==> src/cfpwm_pkg.sv <==
// constants and carrier types for the coded-frequency pwm output channel
// assumes a single 50 MHz clock shared by every user of this package
`default_nettype none

package cfpwm_pkg;

    // clock period in ns (50 MHz)
    localparam int unsigned CLK_PERIOD_NS = 20;

    // number of frequency selection codes, highest code, coarse range start
    localparam int unsigned CODE_COUNT = 25;
    localparam logic [4:0] CODE_MAX = 5'h18;
    localparam logic [4:0] CODE_COARSE_FIRST = 5'h14;
    // first code unsupported on a medium-speed channel
    localparam logic [4:0] CODE_MEDIUM_LIMIT = 5'h15;

    // duty limits and step counts for the fine and coarse ranges
    localparam logic [9:0] DUTY_MAX_FINE = 10'h3e7;
    localparam logic [9:0] DUTY_MAX_COARSE = 10'h3de;
    localparam logic [9:0] STEPS_FINE = 10'h3e8;
    localparam logic [9:0] STEPS_COARSE = 10'h064;
    // coarse duty is given in tenths of a percent, used in whole percent
    localparam logic [9:0] COARSE_UNIT = 10'h00a;
    localparam logic [9:0] COARSE_ROUND = 10'h005;

    // output period per code, in units of 10 us, as printed
    localparam int unsigned PERIOD_10US [CODE_COUNT] = '{
        66667, 50251, 24570, 16393, 12285, 10235, 5120, 2048, 1024, 496,
        248, 200, 144, 96, 80, 64, 48, 32, 16, 8,
        6, 5, 4, 3, 2};

    // clock cycles per duty step; floor, but never below one cycle
    function automatic int unsigned calc_step(input int unsigned idx);
        int unsigned steps;
        int unsigned cyc;
        steps = (idx >= 20) ? 100 : 1000;
        cyc = (PERIOD_10US[idx] * 10000) / (CLK_PERIOD_NS * steps);
        return (cyc == 0) ? 1 : cyc;
    endfunction : calc_step

    function automatic int unsigned calc_step_entry(input int unsigned idx);
        return calc_step(idx);
    endfunction : calc_step_entry

    // prescaler reload table, one entry per code
    localparam int unsigned STEP_CYCLES [CODE_COUNT] = '{
        calc_step_entry(0), calc_step_entry(1), calc_step_entry(2),
        calc_step_entry(3), calc_step_entry(4), calc_step_entry(5),
        calc_step_entry(6), calc_step_entry(7), calc_step_entry(8),
        calc_step_entry(9), calc_step_entry(10), calc_step_entry(11),
        calc_step_entry(12), calc_step_entry(13), calc_step_entry(14),
        calc_step_entry(15), calc_step_entry(16), calc_step_entry(17),
        calc_step_entry(18), calc_step_entry(19), calc_step_entry(20),
        calc_step_entry(21), calc_step_entry(22), calc_step_entry(23),
        calc_step_entry(24)};

    // prescaler width: largest entry is about 33k cycles
    localparam int unsigned PRE_W = 16;

    // settings carried together: frequency code and duty value
    typedef struct packed {
        logic [4:0] code;
        logic [9:0] duty;
    } cfpwm_setting_type;

    // channel state, one-hot
    typedef enum logic [1:0] {
        CFPWM_IDLE = 2'b01,
        CFPWM_RUN = 2'b10
    } cfpwm_state_type;

endpackage : cfpwm_pkg

`default_nettype wire

==> src/cfpwm_channel.sv <==
// one pwm output channel with coded frequency and checked duty value
// assumes: enable pin is asynchronous, all other inputs come from clk logic,
// start command is a one-cycle pulse from the controlling logic
`default_nettype none

// Operation
// - code 0..24 selects 1.5 Hz..50 kHz, 0..20 only on a medium-speed channel
// - codes 0..19: duty 0..999 tenths percent
// - codes 20..24: duty 0..990, 1% steps
// - running out-of-range duty clamps to maximum
// - out-of-range duty at start gives error
// - output only while enable input asserted
module cfpwm_channel
    import cfpwm_pkg::*;
#(
    parameter bit MEDIUM_SPEED_CHANNEL = 1'b0 // medium-speed channel of the variant
) (
    input wire logic clk,
    input wire logic srst,
    input wire logic pwm_enable_input,
    input wire logic channel_configured_pwm,
    input wire logic pwm_start_command,
    input wire cfpwm_setting_type pwm_setting,
    output logic pwm_output_pin,
    output logic pwm_running,
    output logic operation_error,
    output logic duty_clamped
);

    ////////////////////////////////////////////////////////////////////////
    // helpers

    // code belongs to the coarse 100-step range
    function automatic logic is_coarse(input logic [4:0] code);
        return code >= CODE_COARSE_FIRST;
    endfunction : is_coarse

    // duty ceiling for a code
    function automatic logic [9:0] duty_ceiling(input logic [4:0] code);
        return is_coarse(code) ? DUTY_MAX_COARSE : DUTY_MAX_FINE;
    endfunction : duty_ceiling

    // code usable on this channel at all
    function automatic logic code_ok(input logic [4:0] code);
        if (code > CODE_MAX) begin
            return 1'b0;
        end else if (MEDIUM_SPEED_CHANNEL && code >= CODE_MEDIUM_LIMIT) begin
            return 1'b0;
        end else begin
            return 1'b1;
        end
    endfunction : code_ok

    ////////////////////////////////////////////////////////////////////////
    // enable pin synchroniser

    logic en_meta; // first stage, read only by en_sync
    logic en_sync; // safe copy of the enable pin

    // two flops before anything looks at the pin
    always_ff @(posedge clk) begin
        if (srst) begin
            en_meta <= 1'b0;
            en_sync <= 1'b0;
        end else begin
            en_meta <= pwm_enable_input;
            en_sync <= en_meta;
        end
    end

    ////////////////////////////////////////////////////////////////////////
    // state and settings

    cfpwm_state_type state; // idle or running
    logic [4:0] act_code; // code in effect this period
    logic [9:0] act_level; // high steps in effect this period
    logic [PRE_W-1:0] pre_cnt; // clocks left in this step
    logic [9:0] step_cnt; // step within the period
    logic step_tick; // prescaler wrapped
    logic boundary; // last step of the period ends now
    logic [9:0] act_steps; // steps per period for the active code
    logic start_ok; // start request passes every check
    logic keep_on; // running conditions still hold
    logic [9:0] req_ceiling; // ceiling for the requested code
    logic req_over; // requested duty out of range
    logic [9:0] req_level; // requested duty as high steps, clamped
    logic [9:0] next_level; // level to load at the next boundary
    logic [4:0] next_code; // code to load at the next boundary

    // requested setting decoded into high-step count
    always_comb begin
        req_ceiling = duty_ceiling(pwm_setting.code);
        req_over = pwm_setting.duty > req_ceiling;
        if (req_over) begin
            req_level = req_ceiling; // clamp to maximum
        end else begin
            req_level = pwm_setting.duty;
        end
        if (is_coarse(pwm_setting.code)) begin
            // whole percent, finer digits rounded off
            req_level = 10'((req_level + COARSE_ROUND) / COARSE_UNIT);
        end
    end

    // a start needs configuration, the enable, a legal code and duty
    assign start_ok = channel_configured_pwm && en_sync && code_ok(pwm_setting.code)
        && !req_over;
    assign keep_on = channel_configured_pwm && en_sync;

    // an illegal code while running keeps the old code and its level
    always_comb begin
        if (code_ok(pwm_setting.code)) begin
            next_code = pwm_setting.code;
            next_level = req_level;
        end else begin
            next_code = act_code;
            next_level = act_level;
        end
    end

    // channel state machine
    always_ff @(posedge clk) begin
        if (srst) begin
            state <= CFPWM_IDLE;
        end else begin
            case (state)
                CFPWM_IDLE: begin
                    if (pwm_start_command && start_ok) begin
                        state <= CFPWM_RUN;
                    end
                end
                CFPWM_RUN: begin
                    if (!keep_on) begin
                        state <= CFPWM_IDLE; // output stops with the enable
                    end
                end
                default: begin
                    state <= CFPWM_IDLE;
                end
            endcase
        end
    end

    // settings load on start and otherwise only at a period boundary
    always_ff @(posedge clk) begin
        if (srst) begin
            act_code <= 5'h00;
            act_level <= 10'h000;
        end else if (state == CFPWM_IDLE && pwm_start_command && start_ok) begin
            act_code <= pwm_setting.code;
            act_level <= req_level;
        end else if (state == CFPWM_RUN && boundary) begin
            act_code <= next_code;
            act_level <= next_level;
        end
    end

    ////////////////////////////////////////////////////////////////////////
    // period timing

    assign act_steps = is_coarse(act_code) ? STEPS_COARSE : STEPS_FINE;
    assign step_tick = (pre_cnt == '0);
    assign boundary = step_tick && (step_cnt == act_steps - 10'h001);

    // prescaler: reloads from the per-code table, so frequency follows code
    // while idle it tracks the requested code, so the first step of a start
    // already has the started code's length instead of the slowest one
    always_ff @(posedge clk) begin
        if (srst) begin
            pre_cnt <= PRE_W'(STEP_CYCLES[0] - 1);
        end else if (state != CFPWM_RUN) begin
            pre_cnt <= PRE_W'(STEP_CYCLES[next_code] - 1);
        end else if (step_tick) begin
            if (boundary) begin
                pre_cnt <= PRE_W'(STEP_CYCLES[next_code] - 1);
            end else begin
                pre_cnt <= PRE_W'(STEP_CYCLES[act_code] - 1);
            end
        end else begin
            pre_cnt <= pre_cnt - PRE_W'(1);
        end
    end

    // start: the first run cycle holds the pin low and clears the step count
    // the prescaler already holds the started code's reload from idle
    logic first_load; // set for the cycle after a start

    always_ff @(posedge clk) begin
        if (srst) begin
            first_load <= 1'b0;
        end else begin
            first_load <= (state == CFPWM_IDLE) && pwm_start_command && start_ok;
        end
    end

    // step counter within one period
    always_ff @(posedge clk) begin
        if (srst || state != CFPWM_RUN || first_load) begin
            step_cnt <= 10'h000;
        end else if (boundary) begin
            step_cnt <= 10'h000;
        end else if (step_tick) begin
            step_cnt <= step_cnt + 10'h001;
        end
    end

    ////////////////////////////////////////////////////////////////////////
    // outputs

    // pin high for the first act_level steps of each period
    always_ff @(posedge clk) begin
        if (srst) begin
            pwm_output_pin <= 1'b0;
        end else if (state == CFPWM_RUN && keep_on && !first_load) begin
            pwm_output_pin <= (step_cnt < act_level);
        end else begin
            pwm_output_pin <= 1'b0;
        end
    end

    // status flags; error pulses once per refused start
    always_ff @(posedge clk) begin
        if (srst) begin
            pwm_running <= 1'b0;
            operation_error <= 1'b0;
            duty_clamped <= 1'b0;
        end else begin
            pwm_running <= (state == CFPWM_RUN) && keep_on;
            operation_error <= (state == CFPWM_IDLE) && pwm_start_command
                && !start_ok;
            duty_clamped <= (state == CFPWM_RUN) && req_over;
        end
    end

endmodule : cfpwm_channel

`default_nettype wire

==> config.mk <==
export PLATFORM = sky130hd
export DESIGN_NAME = cfpwm_channel
export DESIGN_NICKNAME = d
export VERILOG_FILES = /design/src/cfpwm_pkg.sv /design/src/cfpwm_channel.sv
export SDC_FILE = /design/constraint.sdc
export NUM_CORES = 1
export LEC_CHECK = 0
export ABC_AREA = 1
export BUFFER_PORTS_ARGS = -buffer_cell sky130_fd_sc_hd__clkbuf_2
export CAP_MARGIN = 5
export CORE_ASPECT_RATIO = 0.5
export CORE_MARGIN = 1.5
export CORE_UTILIZATION = 50
export DETAILED_ROUTE_END_ITERATION = 8
export GPL_TIMING_DRIVEN = 0
export HOLD_SLACK_MARGIN = 0.05
export PLACE_DENSITY = 0.67
export SLEW_MARGIN = 20
export SYNTH_ARGS = -nofsm -noshare
export SYNTH_HDL_FRONTEND = slang
export SYNTH_SLANG_ARGS = --single-unit
==> constraint.sdc <==
create_clock -name clk -period 11.9 [get_ports clk]
set_input_delay 0 -clock clk [delete_from_list [all_inputs] [get_ports clk]]
set_output_delay 0 -clock clk [all_outputs]
set_load 0.1 [all_outputs]
==> Implementation_results.wiki <==
{| class="wikitable"
! Metric !! Value
|-
| Status || finished, final reports clean
|-
| Critical path startpoint category || input port
|-
| Setup repair after global routing missed its margin || false
|-
| Non-filler instance count after layout || 914
|-
| CTS root buf || clkbuf_16
|-
| Internal cell power || 0.335 mW
|-
| Height of the chip || 71.9 microns
|-
| Remaining routing DRC violations || 0
|-
| Core ar. || 8950 sq um
|-
| Clock tree from TritonCTS || yes
|-
| Initial core utilization || 53.0%
|-
| Remaining max-slew budget at the tightest pin || 44.2%
|-
| Maximum number of pins on one net before global-route repair || 17
|-
| Number of DRC violations after detailed-routing iteration 0 || 221
|-
| Part of the power in combinational logic || 30.8%
|-
| Clock latency on the worst-skew pair || 300 ps
|-
| Power per unit of standard cell area || 98.0 nW/um^2
|-
| Kind of critical path || in2reg
|-
| Post-synth EDFFs || 0
|-
| Initial antenna violation count || 0
|-
| Final instance area || 5220 sq um
|-
| Number of antenna repair diodes || 0
|-
| Resized Gates After CTS || 0
|-
| Aggregate negative setup slack || 0 ps
|-
| Slowest cell on the critical path || clkbuf_1
|-
| Max Freq || 200 MHz
|-
| Placement Rows || 24
|-
| Area added between synthesis and finish || 10.0%
|-
| Clock sink total || 50
|-
| Setup violations, final || 0
|-
| Sequential share of the synthesized area || 21.1%
|-
| Total setup buffers inserted after CTS || 0
|-
| Yosys warns || 0
|-
| Maximum single-stage delay on the critical path || 450 ps
|-
| Flip-flop and latch count after synthesis || 50
|-
| Vias in the first global route || 4540
|-
| Crit path DAT || 5160 ps
|-
| Count of port buffers added during placement || 23
|-
| Skew final || 8.48 ps
|-
| LEAKAGE || 2.43 nW
|-
| # hold bufs at CTS || 3
|-
| Syn nets || 817
|-
| Required time at the endpoint of the critical path || 12060 ps
|-
| TritonCTS Buffers || 5
|-
| Area after DPL || 5010 sq um
|-
| Dominant synthesized flop cell || dfxtp_1
|-
| Slew of the pin with the lowest slew margin || 831 ps
|-
| Number of vias after detailed routing || 4939
|-
| Peak supply drop || 75.2 uV
|-
| Dpl hpwl || 9710 microns
|-
| Time the worst path needs with I/O delays and setup || 5000 ps
|-
| TritonRoute pass-1 iters || 5
|-
| Commonest cells in the synthesized netlist || nand2_1, inv_1, nor2_1
|-
| Combined global-route utilization of all metal layers || 25.2%
|-
| Area fraction of the dominant cell type after synthesis || 21.1%
|-
| Sw power || 0.176 mW
|-
| Number of nets in the layout || 850
|-
| Area enclosed by the die boundary || 10100 sq um
|-
| I/O pin count || 24
|-
| Final standard cell utilization of the core || 58.3%
|-
| Total Routed Length || 12100 microns
|-
| Worst hold stages || 2
|-
| X dimension of the die || 141 microns
|-
| Post-Synthesis Mean Instance Area || 6.22 sq um
|-
| Buffers from clock root to sink, at most || 2
|-
| Sequential share of power || 35.3%
|-
| Syn Inst Count || 763
|-
| Share of power burned in the clock network || 34.0%
|-
| Number of nets with antenna violations after detailed routing || 0
|-
| Asr flop ratio synth || 0%
|-
| Switching part of the total power || 34.4%
|-
| Number of H-tree levels || 2
|-
| Reg2reg path depth || 19
|-
| Detail-routed net length per standard cell || 13.2 microns
|-
| Congestion Overflow GR || 0
|-
| Cell Area, Synth || 4740 sq um
|-
| Clock input transition at the sequential cells of the worst setup and hold paths || 70 ps
|-
| Overall power consumption || 0.511 mW
|-
| Fraction of layout cells with a size suffix above 1 || 9.79%
|-
| Placed Instances || 903
|-
| Biggest area contributors in the synthesized netlist || dfxtp_1, nand2_1, inv_1
|-
| Vias per cell || 5.40
|-
| Number of hold violations in the final report || 0
|-
| Final Wtd Congestion || 0.979
|-
| Endpoint kind of the worst setup timing path || flop
|-
| Post-synth cell types || 51
|-
| Yosys top cell by area || dfxtp_1
|-
| Max-cap violation count || 0
|-
| Final Max Tran Viols || 0
|-
| Cell with the most instances after synthesis || nand2_1
|-
| Crit Path Max Fanout || 12
|-
| Wire length of the first global-routing pass || 20700 microns
|-
| Final worst path period share || 42.0%
|-
| Type of the tightest min-delay check || in2reg
|}
## worst paths after layout
| check | end | slack (ps) | from |
|---|---|---|---|
| setup / recovery | act_level[0]$_SDFFE_PP0P_ | 6900 | pwm_setting[14] |
| hold / removal | state[1]$_SDFFE_PP0P_ | 80 | srst |
| setup reg to reg | pre_cnt[11]$_SDFF_PP0_ | 7790 | act_code[3]$_SDFFE_PP0P_ |
| hold reg to reg | en_sync$_SDFF_PP0_ | 410 | en_meta$_SDFF_PP0_ |
## through the flow
step	setup slack, ps	hold WS [ps]
2_1_floorplan	7640	107
3_3_place_gp	6640	197
3_5_place_dp	6580	198
4_1_cts	6870	72.6
5_1_grt	6140	92.2
6_report	6900	80.1
## power by group through the flow
stage	Sequential [mW]	Clock [mW]	Combinational, mW
finish	0.180	0.174	0.157
global route	0.182	0.182	0.180
CTS	0.180	0.175	0.156
detailed placement	0.184	0	0.155
global placement	0.184	0	0.152
floorplan	0.184	0	0.122
## critical path, delay by kind of cell
family	cells	cell delay, ps
and+or+nand+nor	31	2860
buffers and inverters	7	1100
adders and majority gates	2	520
xor gates and xnor gates	1	430
AOI/OAI and AO/OA	2	230
## routing by layer
layer / up-vias / track usage (%) / share of wire [%]
met1: 2233 / 34.2 / 50
met5: - / 0 / 0
li1: 2577 / - / -
met3: 18 / 3.41 / 4.3
met4: 0 / 4.86 / 1.4
met2: 111 / 43.5 / 44
## cell usage in the layout, fill, tap and decap left out, types with 2 or more instances in the layout
cell,count
nor2_4,2
nand3_2,3
nor4_1,2
o211ai_1,5
nand2_2,19
clkbuf_1,11
nand3b_1,4
a211oi_1,5
o21ai_0,54
clkbuf_16,5
ha_1,34
o21ai_1,4
clkbuf_2,23
nor2_2,2
nand3_1,46
a31oi_1,5
inv_1,124
o31ai_1,5
o22ai_1,5
a221oi_1,5
inv_2,8
nor3_1,15
o21bai_1,5
a21oi_4,2
nand2_1,138
clkinv_1,3
dlygate4sd3_1,3
dfxtp_1,50
a21oi_1,53
o21ai_2,3
xor2_1,24
nor2_1,85
a32o_1,2
nand4_1,11
xnor2_1,4
or2_2,5
o221ai_1,2
## kinds of logic (layout without fill, tap and decap cells)
group | after synthesis | in the layout | share of synthesized area [%]
buffers and inverters | 146 | 180 | 11.6
flip-flops | 50 | 50 | 21.1
XOR/XNOR | 28 | 28 | 5.17
AO/OA/AOI/OAI | 166 | 166 | 21.2
adder cells (fa/ha/maj) | 34 | 34 | 8.97
AND/OR/NAND/NOR | 339 | 339 | 32.1
## final cells by class
class	instances	area (sq um)
fill	899	3730
multi-input combinational	567	3200
sequential	50	1000
inverter	135	507
tap	117	146
timing repair buffer	26	145
clock buffer	6	139
buffer	11	41.3
clock inverter	2	38.8
## state kept, by name, summed over array words and instances, names as in the netlist
signal,flops
pwm_output_pin,1
pwm_running,1
operation_error,1
first_load,1
duty_clamped,1
en_sync,1
step_cnt,10
state,2
en_meta,1
pre_cnt,16
act_level,10
act_code,5
(Power assumes the default switching activity.)
